[config.mk]
export PLATFORM = sky130hd
export DESIGN_NAME = serial_baud_fifo_config
export DESIGN_NICKNAME = d
export VERILOG_FILES = /design/src/logic/serial_baud_pkg.sv /design/src/logic/baud_divider.sv /design/src/logic/serial_baud_fifo_config.sv
export SDC_FILE = /design/constraint.sdc
export NUM_CORES = 1
export LEC_CHECK = 0
export BUFFER_PORTS_ARGS = -buffer_cell sky130_fd_sc_hd__buf_2
export CAP_MARGIN = 20
export CORE_ASPECT_RATIO = 1.4
export CORE_UTILIZATION = 31
export DETAILED_ROUTE_END_ITERATION = 6
export HOLD_SLACK_MARGIN = 0.02
export PLACE_DENSITY = 0.49
export SLEW_MARGIN = 20
export SYNTH_ARGS = -nofsm -noshare
export SYNTH_HDL_FRONTEND = slang
export SYNTH_HIERARCHICAL = 1
export SYNTH_SLANG_ARGS = --single-unit
[constraint.sdc]
create_clock -name sys_clk -period 6.28 [get_ports sys_clk]
set_input_delay 0.314 -clock sys_clk [delete_from_list [all_inputs] [get_ports sys_clk]]
set_output_delay 0.314 -clock sys_clk [all_outputs]
set_load 0.01 [all_outputs]
[src/logic/serial_baud_pkg.sv]
// constants for the serial channel baud generator and fifo configuration block
// assumes an apb slave with 32-bit data, one aligned word per register
package serial_baud_pkg;
  // register byte offsets
  localparam logic [11:0] OFS_BAUD_DIVIDER = 12'h000;
  localparam logic [11:0] OFS_BAUD_FRACTION = 12'h004;
  localparam logic [11:0] OFS_FIFO_CONFIG = 12'h008;
  localparam logic [11:0] OFS_CHANNEL_ENABLE = 12'h00C;
  localparam logic [11:0] OFS_IRQ_STATUS = 12'h010;
  localparam logic [11:0] OFS_IRQ_MASK = 12'h014;
  localparam logic [11:0] OFS_GEN_STATUS = 12'h018;
  // baud_divider_control fields
  localparam int DIV_N_LSB = 0;
  localparam int DIV_TAP_LSB = 4;
  localparam int DIV_FRAC_EN_BIT = 6;
  localparam int DIV_SPARE_BIT = 7;
  // fifo_configuration fields
  localparam int FCF_FIFO_EN_BIT = 0;
  localparam int FCF_AUTO_DIS_BIT = 1;
  localparam int FCF_RX_IRQ_EN_BIT = 2;
  localparam int FCF_TX_IRQ_EN_BIT = 3;
  localparam int FCF_USAGE_BIT = 4;
  // channel enable fields
  localparam int ENA_TX_BIT = 0;
  localparam int ENA_RX_BIT = 1;
  // sticky status bits
  localparam int IRQ_TX_FIFO = 0;
  localparam int IRQ_RX_FIFO = 1;
  localparam int IRQ_AUTO_OFF = 2;
  localparam int IRQ_BAD_K = 3;
  localparam int IRQ_W = 4;
  // reset values
  localparam logic [7:0] RST_BAUD_DIVIDER = 8'h00;
  localparam logic [3:0] RST_BAUD_FRACTION = 4'h0;
  localparam logic [7:0] RST_FIFO_CONFIG = 8'h00;
  localparam logic [IRQ_W-1:0] RST_IRQ = 4'h0;
  // divisor encoding: code zero means sixteen
  localparam logic [3:0] N_CODE_SIXTEEN = 4'h0;
  localparam logic [4:0] N_SIXTEEN = 5'h10;
  localparam logic [3:0] K_PROHIBITED = 4'h0;
  localparam logic [4:0] FRAC_BASE = 5'h10;
  // prescaler tap codes
  localparam logic [1:0] TAP_A = 2'h0;
  localparam logic [1:0] TAP_B = 2'h1;
  localparam logic [1:0] TAP_C = 2'h2;
  localparam logic [1:0] TAP_D = 2'h3;
  // duplex settings
  localparam logic [1:0] DPX_OFF = 2'h0;
  localparam logic [1:0] DPX_HALF_RX = 2'h1;
  localparam logic [1:0] DPX_HALF_TX = 2'h2;
  localparam logic [1:0] DPX_FULL = 2'h3;
  // fifo depths in bytes
  localparam logic [2:0] DEPTH_HALF = 3'h4;
  localparam logic [2:0] DEPTH_FULL = 3'h2;
  localparam logic [2:0] DEPTH_NONE = 3'h0;
endpackage : serial_baud_pkg

[src/logic/baud_divider.sv]
// baud divider: counts selected prescaler ticks, optional fractional stretch
// assumes tick_in is a one-cycle pulse on sys_clk and settings are held steady
module baud_divider (
  input wire logic sys_clk,
  input wire logic rst_n,
  input wire logic tick_in,
  input wire logic [4:0] divisor,
  input wire logic [3:0] frac_k,
  input wire logic frac_on,
  output logic baud_tick
);
  logic [4:0] cnt;
  logic stretch;
  logic [3:0] acc;
  logic [5:0] period;
  logic [4:0] frac_sum;
  logic [4:0] gap;
  logic [4:0] last_divisor;
  logic last_frac_on;
  logic cfg_change;
  logic cfg_moved;

  assign period = {1'b0, divisor} + {5'h00, stretch};
  assign frac_sum = {1'b0, acc} + (serial_baud_pkg::FRAC_BASE - {1'b0, frac_k});

  // tick counter; the carry spreads the stretches evenly instead of in a burst
  always_ff @(posedge sys_clk or negedge rst_n) begin
    if (!rst_n) begin
      cnt <= 5'h00;
      stretch <= 1'b0;
      acc <= 4'h0;
      baud_tick <= 1'b0;
    end else if (tick_in && ({1'b0, cnt} + 6'h01 >= period)) begin
      cnt <= 5'h00;
      baud_tick <= 1'b1;
      if (frac_on) begin
        acc <= frac_sum[3:0];
        stretch <= frac_sum[4];
      end else begin
        acc <= 4'h0;
        stretch <= 1'b0;
      end
    end else begin
      cnt <= tick_in ? cnt + 5'h01 : cnt;
      baud_tick <= 1'b0;
    end
  end

  // settings one cycle ago; a period that spans a change may be odd and is not checked
  assign cfg_change = (divisor != last_divisor) || (frac_on != last_frac_on);

  always_ff @(posedge sys_clk or negedge rst_n) begin
    if (!rst_n) begin
      last_divisor <= 5'h00;
      last_frac_on <= 1'b0;
    end else begin
      last_divisor <= divisor;
      last_frac_on <= frac_on;
    end
  end

  // ticks seen in the current period, for checking only
  always_ff @(posedge sys_clk or negedge rst_n) begin
    if (!rst_n) begin
      gap <= 5'h00;
      cfg_moved <= 1'b1;
    end else if (baud_tick) begin
      gap <= {4'h0, tick_in};
      cfg_moved <= cfg_change;
    end else begin
      gap <= gap + {4'h0, tick_in};
      cfg_moved <= cfg_moved || cfg_change;
    end
  end

  AST_PERIOD_LEN: assert property (@(posedge sys_clk) disable iff (!rst_n)
    baud_tick && !cfg_moved && $stable(divisor) && $stable(frac_on) && !$past(baud_tick)
    |-> (gap == divisor) || (frac_on && ({1'b0, gap} == {1'b0, divisor} + 6'h01)))
    else $error("baud period is not n or n plus one ticks");
  AST_NO_STRETCH_PLAIN: assert property (@(posedge sys_clk) disable iff (!rst_n)
    $past(!frac_on) && baud_tick |-> !stretch)
    else $error("period stretched while fractional divide is off");
  COV_STRETCHED: cover property (@(posedge sys_clk) disable iff (!rst_n)
    baud_tick && stretch);
endmodule : baud_divider

[src/logic/serial_baud_fifo_config.sv]
// baud rate generator and fifo configuration of a serial channel, apb slave
// assumes prescaler ticks and engine status come from logic on sys_clk
// Operation
// - divide by n, or by n plus (16-k)/16 when fractional on in uart mode
// - two-bit tap code picks tick a, b, c or d as divider input
// - divisor code 1 to 15 means itself, code zero means sixteen
// - k is 1 to 15; a write of code zero is refused and not stored, though reset loads zero
// - usage select picks full fifo depth or receive interrupt fill level
// - transmit fifo interrupts pass only while their enable is set
// - receive fifo interrupts pass only while their enable is set
// - a control bit turns automatic disabling of transmit and receive on
// - half duplex receive: clear receive enable once fill target is reached
// - half duplex transmit: clear transmit enable once all transmit stages empty
// - full duplex: either condition clears both enables
// - fifo enabled: depth 4 rx, 4 tx, or 2 each way per duplex setting
//
// The implementer's own choices: the address map and the APB register port.
module serial_baud_fifo_config (
  input wire logic sys_clk,
  input wire logic rst_n,
  input wire logic psel,
  input wire logic penable,
  input wire logic pwrite,
  input wire logic [11:0] paddr,
  input wire logic [31:0] pwdata,
  output logic [31:0] prdata,
  output logic pready,
  output logic pslverr,
  input wire logic prescaler_tick_a,
  input wire logic prescaler_tick_b,
  input wire logic prescaler_tick_c,
  input wire logic prescaler_tick_d,
  input wire logic uart_mode,
  input wire logic [1:0] duplex_mode,
  input wire logic [2:0] rx_irq_fill_level,
  input wire logic [2:0] rx_valid_bytes,
  input wire logic tx_all_empty,
  input wire logic tx_fifo_event,
  input wire logic rx_fifo_event,
  output logic baud_tick,
  output logic tx_enable,
  output logic rx_enable,
  output logic [2:0] rx_fifo_depth,
  output logic [2:0] tx_fifo_depth,
  output logic [2:0] rx_fifo_usable,
  output logic tx_fifo_irq,
  output logic rx_fifo_irq,
  output logic irq
);
  logic [7:0] baud_divider_control;
  logic [3:0] baud_fraction_control;
  logic [7:0] fifo_configuration;
  logic [serial_baud_pkg::IRQ_W-1:0] irq_status;
  logic [serial_baud_pkg::IRQ_W-1:0] irq_mask;
  logic access;
  logic wr_now;
  logic [3:0] n_code;
  logic [1:0] tap_code;
  logic frac_req;
  logic fifo_en;
  logic auto_dis;
  logic [4:0] n_value;
  logic sel_tick;
  logic frac_on;
  logic tx_empty_d;
  logic rx_done;
  logic tx_done;
  logic clr_rx;
  logic clr_tx;
  logic bad_k_write;
  logic [2:0] next_rx_depth;
  logic [2:0] next_tx_depth;
  logic [serial_baud_pkg::IRQ_W-1:0] irq_set;
  logic [31:0] next_prdata;
  logic addr_ok;

  // bus phases: pready rises one cycle into the access phase
  assign access = psel && penable;
  assign wr_now = access && pready && pwrite;

  // field views
  assign n_code = baud_divider_control[serial_baud_pkg::DIV_N_LSB +: 4];
  assign tap_code = baud_divider_control[serial_baud_pkg::DIV_TAP_LSB +: 2];
  assign frac_req = baud_divider_control[serial_baud_pkg::DIV_FRAC_EN_BIT];
  assign fifo_en = fifo_configuration[serial_baud_pkg::FCF_FIFO_EN_BIT];
  assign auto_dis = fifo_configuration[serial_baud_pkg::FCF_AUTO_DIS_BIT];

  assign n_value = (n_code == serial_baud_pkg::N_CODE_SIXTEEN) ?
    serial_baud_pkg::N_SIXTEEN : {1'b0, n_code};

  assign frac_on = frac_req && uart_mode;

  always_comb begin
    case (tap_code)
      serial_baud_pkg::TAP_A: sel_tick = prescaler_tick_a;
      serial_baud_pkg::TAP_B: sel_tick = prescaler_tick_b;
      serial_baud_pkg::TAP_C: sel_tick = prescaler_tick_c;
      default: sel_tick = prescaler_tick_d;
    endcase
  end

  baud_divider u_divider (
    .sys_clk(sys_clk),
    .rst_n(rst_n),
    .tick_in(sel_tick),
    .divisor(n_value),
    .frac_k(baud_fraction_control),
    .frac_on(frac_on),
    .baud_tick(baud_tick)
  );

  always_comb begin
    next_rx_depth = serial_baud_pkg::DEPTH_NONE;
    next_tx_depth = serial_baud_pkg::DEPTH_NONE;
    if (fifo_en) begin
      case (duplex_mode)
        serial_baud_pkg::DPX_HALF_RX: next_rx_depth = serial_baud_pkg::DEPTH_HALF;
        serial_baud_pkg::DPX_HALF_TX: next_tx_depth = serial_baud_pkg::DEPTH_HALF;
        serial_baud_pkg::DPX_FULL: begin
          next_rx_depth = serial_baud_pkg::DEPTH_FULL;
          next_tx_depth = serial_baud_pkg::DEPTH_FULL;
        end
        default: begin
          next_rx_depth = serial_baud_pkg::DEPTH_NONE;
          next_tx_depth = serial_baud_pkg::DEPTH_NONE;
        end
      endcase
    end
  end

  // depth and usage outputs, registered
  always_ff @(posedge sys_clk or negedge rst_n) begin
    if (!rst_n) begin
      rx_fifo_depth <= serial_baud_pkg::DEPTH_NONE;
      tx_fifo_depth <= serial_baud_pkg::DEPTH_NONE;
      rx_fifo_usable <= serial_baud_pkg::DEPTH_NONE;
    end else begin
      rx_fifo_depth <= next_rx_depth;
      tx_fifo_depth <= next_tx_depth;
      rx_fifo_usable <= fifo_configuration[serial_baud_pkg::FCF_USAGE_BIT] ?
        rx_irq_fill_level : next_rx_depth;
    end
  end

  // completion conditions; transmit counts the moment all stages drain
  assign rx_done = rx_enable && (rx_fifo_usable != serial_baud_pkg::DEPTH_NONE) &&
    (rx_valid_bytes >= rx_fifo_usable);
  assign tx_done = tx_enable && tx_all_empty && !tx_empty_d;

  always_comb begin
    clr_rx = 1'b0;
    clr_tx = 1'b0;
    if (auto_dis) begin
      case (duplex_mode)
        serial_baud_pkg::DPX_HALF_RX: clr_rx = rx_done;
        serial_baud_pkg::DPX_HALF_TX: clr_tx = tx_done;
        serial_baud_pkg::DPX_FULL: begin
          clr_rx = rx_done || tx_done;
          clr_tx = rx_done || tx_done;
        end
        default: begin
          clr_rx = 1'b0;
          clr_tx = 1'b0;
        end
      endcase
    end
  end

  // drain edge detector
  always_ff @(posedge sys_clk or negedge rst_n) begin
    if (!rst_n) begin
      tx_empty_d <= 1'b1;
    end else begin
      tx_empty_d <= tx_all_empty;
    end
  end

  // channel enables: the automatic clear beats a software set in the same cycle
  always_ff @(posedge sys_clk or negedge rst_n) begin
    if (!rst_n) begin
      tx_enable <= 1'b0;
      rx_enable <= 1'b0;
    end else begin
      if (clr_tx) begin
        tx_enable <= 1'b0;
      end else if (wr_now && paddr == serial_baud_pkg::OFS_CHANNEL_ENABLE) begin
        tx_enable <= pwdata[serial_baud_pkg::ENA_TX_BIT];
      end
      if (clr_rx) begin
        rx_enable <= 1'b0;
      end else if (wr_now && paddr == serial_baud_pkg::OFS_CHANNEL_ENABLE) begin
        rx_enable <= pwdata[serial_baud_pkg::ENA_RX_BIT];
      end
    end
  end

  // configuration registers
  always_ff @(posedge sys_clk or negedge rst_n) begin
    if (!rst_n) begin
      baud_divider_control <= serial_baud_pkg::RST_BAUD_DIVIDER;
      fifo_configuration <= serial_baud_pkg::RST_FIFO_CONFIG;
      irq_mask <= serial_baud_pkg::RST_IRQ;
    end else if (wr_now) begin
      case (paddr)
        serial_baud_pkg::OFS_BAUD_DIVIDER: baud_divider_control <= pwdata[7:0];
        // upper three bits must stay zero, so they are not stored
        serial_baud_pkg::OFS_FIFO_CONFIG: fifo_configuration <= {3'h0, pwdata[4:0]};
        serial_baud_pkg::OFS_IRQ_MASK: irq_mask <= pwdata[serial_baud_pkg::IRQ_W-1:0];
        default: irq_mask <= irq_mask;
      endcase
    end
  end

  assign bad_k_write = wr_now && (paddr == serial_baud_pkg::OFS_BAUD_FRACTION) &&
    (pwdata[3:0] == serial_baud_pkg::K_PROHIBITED);

  always_ff @(posedge sys_clk or negedge rst_n) begin
    if (!rst_n) begin
      baud_fraction_control <= serial_baud_pkg::RST_BAUD_FRACTION;
    end else if (wr_now && paddr == serial_baud_pkg::OFS_BAUD_FRACTION && !bad_k_write) begin
      baud_fraction_control <= pwdata[3:0];
    end
  end

  // interrupt events; the two fifo events are gated by their enables, bad k and auto off are not
  assign irq_set = {bad_k_write, clr_rx || clr_tx,
    rx_fifo_event && fifo_configuration[serial_baud_pkg::FCF_RX_IRQ_EN_BIT],
    tx_fifo_event && fifo_configuration[serial_baud_pkg::FCF_TX_IRQ_EN_BIT]};

  // sticky status, write one to clear; a new event wins over the clear
  always_ff @(posedge sys_clk or negedge rst_n) begin
    if (!rst_n) begin
      irq_status <= serial_baud_pkg::RST_IRQ;
    end else if (wr_now && paddr == serial_baud_pkg::OFS_IRQ_STATUS) begin
      irq_status <= (irq_status & ~pwdata[serial_baud_pkg::IRQ_W-1:0]) | irq_set;
    end else begin
      irq_status <= irq_status | irq_set;
    end
  end

  // fifo interrupt pulses and the combined level
  always_ff @(posedge sys_clk or negedge rst_n) begin
    if (!rst_n) begin
      tx_fifo_irq <= 1'b0;
      rx_fifo_irq <= 1'b0;
      irq <= 1'b0;
    end else begin
      tx_fifo_irq <= irq_set[serial_baud_pkg::IRQ_TX_FIFO];
      rx_fifo_irq <= irq_set[serial_baud_pkg::IRQ_RX_FIFO];
      // one cycle behind the status bit, to keep the output on a flip-flop
      irq <= |(irq_status & irq_mask);
    end
  end

  // read mux; unmapped offsets read zero with an error
  always_comb begin
    next_prdata = 32'h0000_0000;
    addr_ok = 1'b1;
    case (paddr)
      serial_baud_pkg::OFS_BAUD_DIVIDER: next_prdata = {24'h00_0000, baud_divider_control};
      serial_baud_pkg::OFS_BAUD_FRACTION: next_prdata = {28'h000_0000, baud_fraction_control};
      serial_baud_pkg::OFS_FIFO_CONFIG: next_prdata = {24'h00_0000, fifo_configuration};
      serial_baud_pkg::OFS_CHANNEL_ENABLE: next_prdata = {30'h0000_0000, rx_enable, tx_enable};
      serial_baud_pkg::OFS_IRQ_STATUS: next_prdata = {28'h000_0000, irq_status};
      serial_baud_pkg::OFS_IRQ_MASK: next_prdata = {28'h000_0000, irq_mask};
      serial_baud_pkg::OFS_GEN_STATUS: next_prdata = {15'h0000, tx_fifo_depth, 1'b0,
        rx_fifo_depth, 1'b0, rx_fifo_usable, frac_on, n_value};
      default: addr_ok = 1'b0;
    endcase
  end

  // apb answer: one wait state, data and error registered with pready
  always_ff @(posedge sys_clk or negedge rst_n) begin
    if (!rst_n) begin
      pready <= 1'b0;
      pslverr <= 1'b0;
      prdata <= 32'h0000_0000;
    end else if (access && !pready) begin
      pready <= 1'b1;
      pslverr <= !addr_ok;
      prdata <= pwrite ? 32'h0000_0000 : next_prdata;
    end else begin
      pready <= 1'b0;
      pslverr <= 1'b0;
      prdata <= 32'h0000_0000;
    end
  end

  AST_TAP_MUX: assert property (@(posedge sys_clk) disable iff (!rst_n)
    sel_tick |-> (tap_code == serial_baud_pkg::TAP_A && prescaler_tick_a) ||
      (tap_code == serial_baud_pkg::TAP_B && prescaler_tick_b) ||
      (tap_code == serial_baud_pkg::TAP_C && prescaler_tick_c) ||
      (tap_code == serial_baud_pkg::TAP_D && prescaler_tick_d))
    else $error("divider fed from the wrong prescaler tap");
  AST_N_DECODE: assert property (@(posedge sys_clk) disable iff (!rst_n)
    (n_value != 5'h00) && (n_value[3:0] == n_code))
    else $error("divisor code decoded wrongly");
  AST_K_ZERO_KEPT: assert property (@(posedge sys_clk) disable iff (!rst_n)
    bad_k_write |=> $stable(baud_fraction_control) && irq_status[serial_baud_pkg::IRQ_BAD_K])
    else $error("prohibited k stored or not flagged");
  AST_USAGE: assert property (@(posedge sys_clk) disable iff (!rst_n)
    ##1 rx_fifo_usable == ($past(fifo_configuration[serial_baud_pkg::FCF_USAGE_BIT]) ?
      $past(rx_irq_fill_level) : $past(next_rx_depth)))
    else $error("receive fifo usage wrong");
  AST_TX_IRQ_GATE: assert property (@(posedge sys_clk) disable iff (!rst_n)
    tx_fifo_irq |-> $past(tx_fifo_event) &&
      $past(fifo_configuration[serial_baud_pkg::FCF_TX_IRQ_EN_BIT]))
    else $error("transmit fifo interrupt while disabled");
  AST_RX_IRQ_GATE: assert property (@(posedge sys_clk) disable iff (!rst_n)
    rx_fifo_event && fifo_configuration[serial_baud_pkg::FCF_RX_IRQ_EN_BIT]
    |=> rx_fifo_irq ##1 irq_status[serial_baud_pkg::IRQ_RX_FIFO])
    else $error("receive fifo interrupt lost");
  AST_NO_AUTO: assert property (@(posedge sys_clk) disable iff (!rst_n)
    !auto_dis && !(wr_now && paddr == serial_baud_pkg::OFS_CHANNEL_ENABLE)
    |=> $stable(rx_enable) && $stable(tx_enable))
    else $error("enable changed without auto disable");
  AST_HALF_RX_OFF: assert property (@(posedge sys_clk) disable iff (!rst_n)
    auto_dis && duplex_mode == serial_baud_pkg::DPX_HALF_RX && rx_done
    |=> !rx_enable)
    else $error("receive not disabled at fill target");
  AST_HALF_TX_OFF: assert property (@(posedge sys_clk) disable iff (!rst_n)
    auto_dis && duplex_mode == serial_baud_pkg::DPX_HALF_TX && tx_done
    |=> !tx_enable)
    else $error("transmit not disabled after drain");
  AST_FULL_OFF: assert property (@(posedge sys_clk) disable iff (!rst_n)
    auto_dis && duplex_mode == serial_baud_pkg::DPX_FULL && (rx_done || tx_done)
    |=> !rx_enable && !tx_enable ##1 irq_status[serial_baud_pkg::IRQ_AUTO_OFF])
    else $error("full duplex enables not both cleared");
  AST_DEPTH: assert property (@(posedge sys_clk) disable iff (!rst_n)
    fifo_en && duplex_mode == serial_baud_pkg::DPX_FULL ##1 $stable(duplex_mode)
    |-> rx_fifo_depth == serial_baud_pkg::DEPTH_FULL &&
      tx_fifo_depth == serial_baud_pkg::DEPTH_FULL)
    else $error("full duplex depth wrong");
  AST_FRAC_UART: assert property (@(posedge sys_clk) disable iff (!rst_n)
    !uart_mode |-> !frac_on)
    else $error("fractional divide outside uart mode");
  COV_AUTO_RX: cover property (@(posedge sys_clk) disable iff (!rst_n) clr_rx);
  COV_FULL_TX: cover property (@(posedge sys_clk) disable iff (!rst_n)
    duplex_mode == serial_baud_pkg::DPX_FULL && clr_tx);
  COV_IRQ: cover property (@(posedge sys_clk) disable iff (!rst_n) $rose(irq));
endmodule : serial_baud_fifo_config

==> results_dict.tcl, run 1 <==
set metrics [dict create \
    grt_start_max_net_pins 63 \
    maxUsedRoutingLayer "met4" \
    drv_slew 0 \
    max-vdd-ir-drop_mv 0.138 \
    relSlewSlack_pct 45.9 \
    path_buf_inv 0 \
    ys_warn_count 6 \
    max_freq_mhz 361 \
    yosysSeqAreaShare_pct 45.2 \
    first_global_vias 2615 \
    worstPathArrival_ps 2980 \
    worstSetupPathType "register to register" \
    drc 0 \
    final_nets 456 \
    route.met3.wl_um 271 \
    routed_wl_um 8200 \
    cts.htree.levels 3 \
    syn_inst 310 \
    crit_path_start_kind "register" \
    coreArea_mm2 0.0108 \
    clkSinkCount 62 \
    root_buffer "clkbuf_16" \
    max-cap-violations 0 \
    async_flop_share_pct 100 \
    hpwl_um 6100 \
    drive_above_1_share_pct 32.7 \
    fin_crit_sh_pct 44.1 \
    yosys.cell_types.count 59 \
    p_leak_nw 2.04 \
    hp-class "primary input to register" \
    cts_hold_buf 0 \
    clk_latency_ps 330 \
    period_needed_ps 2770 \
    ys.flop_type "dfrtp_1" \
    global_route.overflow_total 0 \
    post_drt_wl_per_cell_um 15.8 \
    hold_viol 0 \
    synth_seq_cells 62 \
    die-area_mm2 0.0115 \
    rsz0062_at_grt "no" \
    status "finished clean" \
    ys_top_cells_by_area "dfrtp_1 (44%), ha_1 (5.8%), mux2_2 (5.6%), buf_4 (5.0%), mux2_4 (2.2%)" \
    final_core_util_pct 37.8 \
    setup_tns_ps 0 \
    max_stage_delay_ps 530 \
    required_ps 6500 \
    drt-initial-drc-count 64 \
    ant_nets 0 \
    vias 2538 \
    finalSetupViolCount 0 \
    die_height_um 127 \
    synth-edff-count 0 \
    viasPerCell 4.88 \
    area_growth_pct 19.0 \
    cp_max_fo 13 \
    die_width_um 91.0 \
    antenna_found_initial 0 \
    critPathTopFamily "simple AND/OR/NAND/NOR gates" \
    start_util_pct 31.8 \
    antenna_cells 0 \
    crit_chain "nor4_1 -> nand3_1 -> ha_1 -> nand4_1 -> o21ai_2 -> nand2_1 -> a22o_2" \
    post_cts_resized 0 \
    cts_buffers 9 \
    track_usage_pct 15.1 \
    post_cts_buffers 0 \
    globalplace.congestion 0.758 \
    synth_top_area_cell "dfrtp_1" \
    synth.top_cell.area_share_pct 44.4 \
    n_fill_cell 1092 \
    portBuffers 68 \
    met2WireLength_um 4070 \
    p_per_area_mw_per_mm2 268 \
    cts_tree "yes" \
    clkSlewWorstSetupHoldPaths_ps 50 \
    synth_area_mm2 0.00344 \
    skew_ps 5.91 \
    synth.avg_cell_area_um2 11.1 \
    dr.pass1.iters 4 \
    top_level_ports 114 \
    cts_buffer_depth 2 \
    grt_pass1_wl_um 13500 \
    worst_pin_slew_ps 811 \
    end_kind "register" \
    critPathSlowestCell "nor4_1" \
    met1_length_um 3660 \
    fp-row-count 45 \
]
==> power breakdown <==
| group | switching, mW | total (mW) | internal, mW |
|---|---|---|---|
| clock network | 0.175 | 0.501 | 0.326 |
| logic | 0.0957 | 0.160 | 0.0643 |
| registers | 0.0173 | 0.434 | 0.417 |
==> synth_stat cells (5+ instances only) <==
library cell  count
mux2_4            5
ha_1             16
a22oi_1           7
a22o_1            7
clkbuf_1          7
inv_1            13
nand2_1          12
nand3_1           9
dfrtp_1          61
xnor2_1           5
mux2_2           17
a211oi_1          6
a21oi_1           9
and2_1            8
nor2_1           15
buf_4            23
a21o_1            9
==> area by class of cell <==
class	count	area, um^2	share of cell area, %
inverter	13	48.8	1.19
sequential	62	1550	38.0
clock inverter	4	45.0	1.10
clock buffer	12	256	6.27
multi-input combinational	219	1660	40.7
timing repair buffer	69	348	8.50
tap	141	176	4.31
==> state kept, by name, summed over array words and instances, names as in the netlist, 2 cells and up <==
register / flops
baud_divider_control: 8
baud_fraction_control: 4
fifo_configuration: 5
irq_mask: 4
irq_status: 4
prdata: 12
rx_fifo_depth: 2
rx_fifo_usable: 3
u_divider/acc: 4
u_divider/cnt: 5
==> cells in the final DEF (no fill, tap or decap), types with 8 or more instances in the layout <==
master,Yosys,routed
inv_1,13,13
buf_2,2,68
conb_1,1,21
ha_1,16,16
a21oi_1,9,9
nand3_1,9,9
a21o_1,9,9
dfrtp_1,61,61
nor2_1,15,15
mux2_2,17,17
and2_1,8,8
nand2_1,12,12
clkbuf_16,0,9
==> per-layer routing <==
metal / up-vias / GRT usage (%)
li1: 1203 / -
met1: 1250 / 18.7
met2: 72 / 25.7
met3: 13 / 3.00
met4: 0 / 6.26
met5: - / 0
==> cells by family after synthesis <==
family | Yosys count | share of synthesized area [%]
adders and majority gates | 17 | 6.41
DFF | 62 | 45.2
xor gates and xnor gates | 7 | 1.78
other | 1 | 0.109
AOI/OAI and AO/OA | 63 | 13.9
buffers and inverters | 49 | 8.63
muxes | 26 | 9.28
and+or+nand+nor | 85 | 14.7
==> path summary, 6_finish.rpt <==
path / depth (start not counted) / start / slack (ps) / endpoint
min in group asynchronous: 2 / rst_n / 170 / rx_fifo_depth[2]$_DFF_PN0_
max reg2reg: 7 / baud_divider_control[1]$_DFFE_PN0P_ / 3510 / u_divider/acc[0]$_DFFE_PN0P_
max: 7 / baud_divider_control[1]$_DFFE_PN0P_ / 3510 / u_divider/acc[0]$_DFFE_PN0P_
min: 1 / tx_all_empty / 90 / tx_empty_d$_DFF_PN1_
max in group asynchronous: 2 / rst_n / 5590 / irq$_DFF_PN0_
min reg2reg: 1 / tx_fifo_depth[2]$_DFF_PN0_ / 480 / prdata[16]$_DFF_PN0_
==> metrics by stage <==
stage                     setup WS (ps)  power, mW  cell area (um^2)  cells  hold WS, ps
after floorplan                    4060      0.561              3510    330         18.4
after global placement             3520      0.596              3790    504          433
after detailed placement           3440      0.603              3790    504          433
after CTS                          3410       1.11              4090    520         82.9
after global routing               3210       1.15              4090    520         86.4
final                              3510       1.10              4090    520         90.4
Note: power is estimated with default switching activity, not from simulation.
==> run 2: changes to the inputs <==
==> constraint.sdc (replaced) <==
create_clock -name sys_clk -period 2.8 [get_ports sys_clk]
set_input_delay 0.14 -clock sys_clk [delete_from_list [all_inputs] [get_ports sys_clk]]
set_output_delay 0.14 -clock sys_clk [all_outputs]
set_load 0.01 [all_outputs]
==> results_dict.tcl, run 2 (same netlist as run 1, synthesis figures left out) <==
set metrics [dict create \
    clk_latency_ps 330 \
    fin_crit_sh_pct 87.3 \
    required_ps 3010 \
    drt-initial-drc-count 78 \
    portBuffers 68 \
    area_growth_pct 19.5 \
    startpoint "baud_divider_control[3]$_DFFE_PN0P_" \
    seqCellArea_mm2 0.00155 \
    vias 2541 \
    viasPerCell 4.83 \
    seq_power_share_pct 41.7 \
    first_global_vias 2592 \
    relSlewSlack_pct 53.2 \
    global_route.overflow_total 0 \
    worst_pin_slew_ps 699 \
    r2r_slack_ps 360 \
    final_common_cell "buf_2" \
    fp-row-count 45 \
    start_util_pct 31.8 \
    grt_start_max_net_pins 43 \
    skew_ps 2.64 \
    switching_share_pct 26.6 \
    n_fill_cell 1118 \
    reg_top3 "prdata (12), baud_divider_control (8)" \
    post_cts_resized 0 \
    max-cap-violations 0 \
    rr_startpoint "baud_divider_control[3]$_DFFE_PN0P_" \
    clkSlewWorstSetupHoldPaths_ps 50 \
    top_register "prdata" \
    hpwl_um 6280 \
    drc 0 \
    antenna_found_initial 0 \
    rsz0062_at_grt "no" \
    die_height_um 127 \
    finalSetupViolCount 0 \
    cts_buffers 9 \
    hp-class "primary input to register" \
    status "finished clean" \
    timing.rr.end "u_divider/cnt[0]$_DFFE_PN0P_" \
    globalplace.congestion 0.761 \
    cts_buffer_depth 2 \
    post_drt_wl_per_cell_um 15.7 \
    p_switching_uw 621 \
    die-area_mm2 0.0115 \
    track_usage_pct 15.1 \
    pwr-share-comb_pct 16.1 \
    clkSinkCount 62 \
    routed_wl_um 8280 \
    multi_input_area_mm2 0.00166 \
    pre_cts_slack_ps 355 \
    coreArea_mm2 0.0108 \
    rr_worst_depth 8 \
    max_stage_delay_ps 490 \
    end_kind "register" \
    grt_pass1_wl_um 13300 \
    post_cts_buffers 0 \
    dr.pass1.iters 4 \
    drv_slew 0 \
    internal_power_mw 1.71 \
    final_cell_mix "buf_2 (67), dfrtp_1 (61), conb_1 (21)" \
    antenna_cells 0 \
    drive_above_1_share_pct 31.7 \
    p_per_area_mw_per_mm2 568 \
    max-vdd-ir-drop_mv 0.289 \
    worstSetupPathType "register to register" \
    finalWorstSetupSlack_ps 356 \
    ant_nets 0 \
    period_needed_ps 2440 \
    crit_chain "nor4_1 -> nand3_1 -> ha_1 -> nand4_1 -> o21ai_2 -> buf_4 -> nor2_1 -> mux2_2" \
    crit_path_start_kind "register" \
    max_freq_mhz 409 \
    cts_hold_buf 4 \
    clockPowerShare_pct 42.2 \
    cts_tree "yes" \
    critPathSlowestCell "nor4_1" \
    root_buffer "clkbuf_16" \
    cp_max_fo 10 \
    crit_path_end "u_divider/cnt[0]$_DFFE_PN0P_" \
    worstPathArrival_ps 2650 \
    hold_viol 0 \
    largest_reg_flops 12 \
    p_leak_nw 2.05 \
    top_level_ports 114 \
    final_nets 462 \
    setup_tns_ps 0 \
    cts.htree.levels 3 \
    die_width_um 91.0 \
]
## run 2: cell types whose count changed in the layout (fill, tap and decap cells not counted)
cell / previous run / this run
clkbuf_8: 2 / 1
clkinv_2: 3 / 1
clkbuf_1: 1 / 5
dlygate4sd3_1: 0 / 4
bufinv_16: 1 / 0
buf_2: 68 / 67
buf_4: 1 / 4
## run 2: power groups by stage
| stage | registers, mW | logic (mW) | clock network, mW |
|---|---|---|---|
| finish | 0.974 | 0.376 | 0.985 |
| global placement | 0.988 | 0.364 | 0 |
| CTS | 0.974 | 0.380 | 1.02 |
| global route | 0.978 | 0.430 | 1.06 |
| floorplan | 0.983 | 0.276 | 0 |
| detailed placement | 0.989 | 0.373 | 0 |
## run 2: layer usage
metal | vias to the layer above | wire, um | GRT usage, %
met3 | 6 | 287 | 2.94
met5 | - | 0 | 0
met1 | 1246 | 3650 | 18.3
met2 | 68 | 4230 | 26.2
met4 | 0 | 117 | 6.44
li1 | 1221 | - | -
## run 2: worst min-delay path by stage
stage,startpoint,to,slack [ps],depth (start not counted)
after floorplan,rst_n,baud_divider_control[0]$_DFFE_PN0P_,-160,0
final,duplex_mode[0],rx_enable$_DFFE_PN0P_,40,2
after global placement,tx_all_empty,tx_empty_d$_DFF_PN1_,260,1
after detailed placement,tx_all_empty,tx_empty_d$_DFF_PN1_,260,1
after CTS,duplex_mode[0],rx_enable$_DFFE_PN0P_,30,2
after global routing,pwdata[7],baud_divider_control[7]$_DFFE_PN0P_,40,2
## run 2: through the flow
stage          util, %  hold slack [ps]  area, um^2  total power, mW  instances
3_5_place_dp      35.2              260        3800             1.36        506
6_report          38.0             39.4        4110             2.34        526
5_1_grt           38.0             39.0        4110             2.47        526
4_1_cts           38.0             29.9        4110             2.37        526
2_1_floorplan        -             -156        3510             1.26        330
3_3_place_gp      35.2              259        3800             1.35        506
## run 2: area by class of cell
type,count,area share [%]
inverters,13,1.19
clock buffers,15,6.27
well taps,141,4.29
flip-flops and latches,62,37.8
multi-input cells,219,40.5
clock inverters,1,0.122
repair buffers,75,9.87
## run 2: critical path, delay by kind of cell, from the launching register on
| family | cells | cell delay [ps] |
|---|---|---|
| buffers and inverters | 1 | 230 |
| multiplexers | 1 | 260 |
| AO/OA/AOI/OAI | 1 | 240 |
| AND/OR/NAND/NOR | 4 | 810 |
| adder cells (fa/ha/maj) | 1 | 330 |
| flip-flops | 1 | 450 |
==> run 3: changes to the inputs <==
--- a/config.mk
+++ b/config.mk
@@ -12,6 +12,7 @@
 export DETAILED_ROUTE_END_ITERATION = 6
 export HOLD_SLACK_MARGIN = 0.02
 export PLACE_DENSITY = 0.49
+export RECOVER_POWER = 50
 export SLEW_MARGIN = 20
 export SYNTH_ARGS = -nofsm -noshare
 export SYNTH_HDL_FRONTEND = slang
==> results_dict.tcl, run 3 (same netlist as run 1, synthesis figures left out) <==
set metrics [dict create \
    status "finished clean" \
    track_usage_pct 15.1 \
    relSlewSlack_pct 28.4 \
    portBuffers 68 \
    max-cap-violations 0 \
    grt_start_max_net_pins 43 \
    final_cell_mix "dfrtp_1 (61), buf_2 (44), clkbuf_1 (29)" \
    seqCellArea_mm2 0.00155 \
    crit_path_start_kind "register" \
    gr-usage-met1_pct 18.3 \
    drc 0 \
    grtUsageMet2_pct 26.2 \
    clkSinkCount 62 \
    p_total_mw 2.33 \
    p_leak_nw 1.94 \
    worst_pin_slew_ps 1070 \
    root_buffer "clkbuf_16" \
    p_per_area_mw_per_mm2 573 \
    period_needed_ps 2450 \
    cts_buffers 9 \
    ant_nets 0 \
    drv_slew 0 \
    final_nets 462 \
    finalWorstSetupSlack_ps 355 \
    max_freq_mhz 409 \
    area_growth_pct 18.5 \
    post_cts_buffers 0 \
    pre_cts_slack_ps 355 \
    routed_wl_um 8300 \
    required_ps 3010 \
    timing.rr.end "u_divider/cnt[0]$_DFFE_PN0P_" \
    coreArea_mm2 0.0108 \
    clkSlewWorstSetupHoldPaths_ps 50 \
    vias 2543 \
    final_cells 526 \
    clk_latency_ps 330 \
    drt-initial-drc-count 74 \
    skew_ps 3.50 \
    busiest_layer "met2" \
    cts_tree "yes" \
    fin_crit_sh_pct 87.3 \
    max-vdd-ir-drop_mv 0.289 \
    cts.htree.levels 3 \
    global_route.overflow_total 0 \
    fp-row-count 45 \
    die_width_um 91.0 \
    rr_startpoint "baud_divider_control[3]$_DFFE_PN0P_" \
    startpoint "baud_divider_control[3]$_DFFE_PN0P_" \
    cts_buffer_depth 2 \
    globalplace.congestion 0.761 \
    rsz0062_at_grt "no" \
    multi_input_area_mm2 0.00166 \
    min_path_cells 2 \
    worstPathArrival_ps 2650 \
    top_level_ports 114 \
    final_common_cell "dfrtp_1" \
    rr_worst_depth 8 \
    antenna_found_initial 0 \
    end_kind "register" \
    post_drt_wl_per_cell_um 15.8 \
    top_register "prdata" \
    hpwl_um 6280 \
    reg_top3 "prdata (12), baud_divider_control (8)" \
    antenna_cells 0 \
    place_inst 506 \
    viasPerCell 4.83 \
    hold_viol 0 \
    hp-class "primary input to register" \
    final_core_util_pct 37.7 \
    dr.pass1.iters 4 \
    hold_start "duplex_mode[0]" \
    r2r_slack_ps 350 \
    n_fill_cell 1124 \
    die_height_um 127 \
    largest_reg_flops 12 \
    first_global_vias 2592 \
    drive_above_1_share_pct 25.5 \
    cp_max_fo 10 \
    start_util_pct 31.8 \
    finalSetupViolCount 0 \
    worstSetupPathType "register to register" \
    setup_tns_ps 0 \
    die-area_mm2 0.0115 \
    use_met3_pct 2.94 \
    min_to "rx_enable$_DFFE_PN0P_" \
    grt_pass1_wl_um 13300 \
]
run 3: worst max path at each step:
stage / end / slack, ps / cells after the start
CTS: u_divider/cnt[0]$_DFFE_PN0P_ / 340 / 8
finish: u_divider/cnt[0]$_DFFE_PN0P_ / 350 / 8
global route: u_divider/cnt[0]$_DFFE_PN0P_ / 250 / 8
floorplan: u_divider/acc[0]$_DFFE_PN0P_ / 580 / 11
global placement: u_divider/cnt[0]$_DFFE_PN0P_ / 400 / 8
detailed placement: u_divider/cnt[0]$_DFFE_PN0P_ / 360 / 8
run 3: metrics by stage:
| stage | hold WS (ps) | area, um^2 |
|---|---|---|
| floorplan | -156 | 3510 |
| global placement | 259 | 3800 |
| detailed placement | 260 | 3800 |
| CTS | 29.9 | 4110 |
| global route | 39.0 | 4070 |
| finish | 39.1 | 4070 |
run 3: where the power goes:
part | internal (mW) | switching (mW)
Clock | 0.622 | 0.363
Sequential | 0.935 | 0.0393
Combinational | 0.155 | 0.218
run 3: worst max-delay path, stage by stage (launching register included):
cell and delay (ps):
dfrtp_1 450, nor4_1 490, nand3_1 170, ha_1 330, nand4_1 110, o21ai_2 250, buf_4 230, nor2_1 50
mux2_2 260
run 3: metal layers:
layer	share of wire, %	routed length [um]
met5	0	0
met4	1.4	117
met3	3.7	303
met2	51	4230
met1	44	3640
run 3: final cells by class:
type	instances	area share [%]
Clock buffer	15	6.33
Clock inverter	1	0.123
Inverter	13	1.20
Multi-Input combinational cell	219	40.8
Sequential cell	62	38.1
Tap cell	141	4.33
Timing Repair Buffer	75	9.09
run 3: what timing repair did:
| action | 4_1_cts | 5_1_grt |
|---|---|---|
| hold buffers | 4 | 0 |
| setup endpoints to repair | 0 | 0 |
| endpoints found under the hold margin | 42 | 0 |
| gates resized for setup | 0 | 0 |
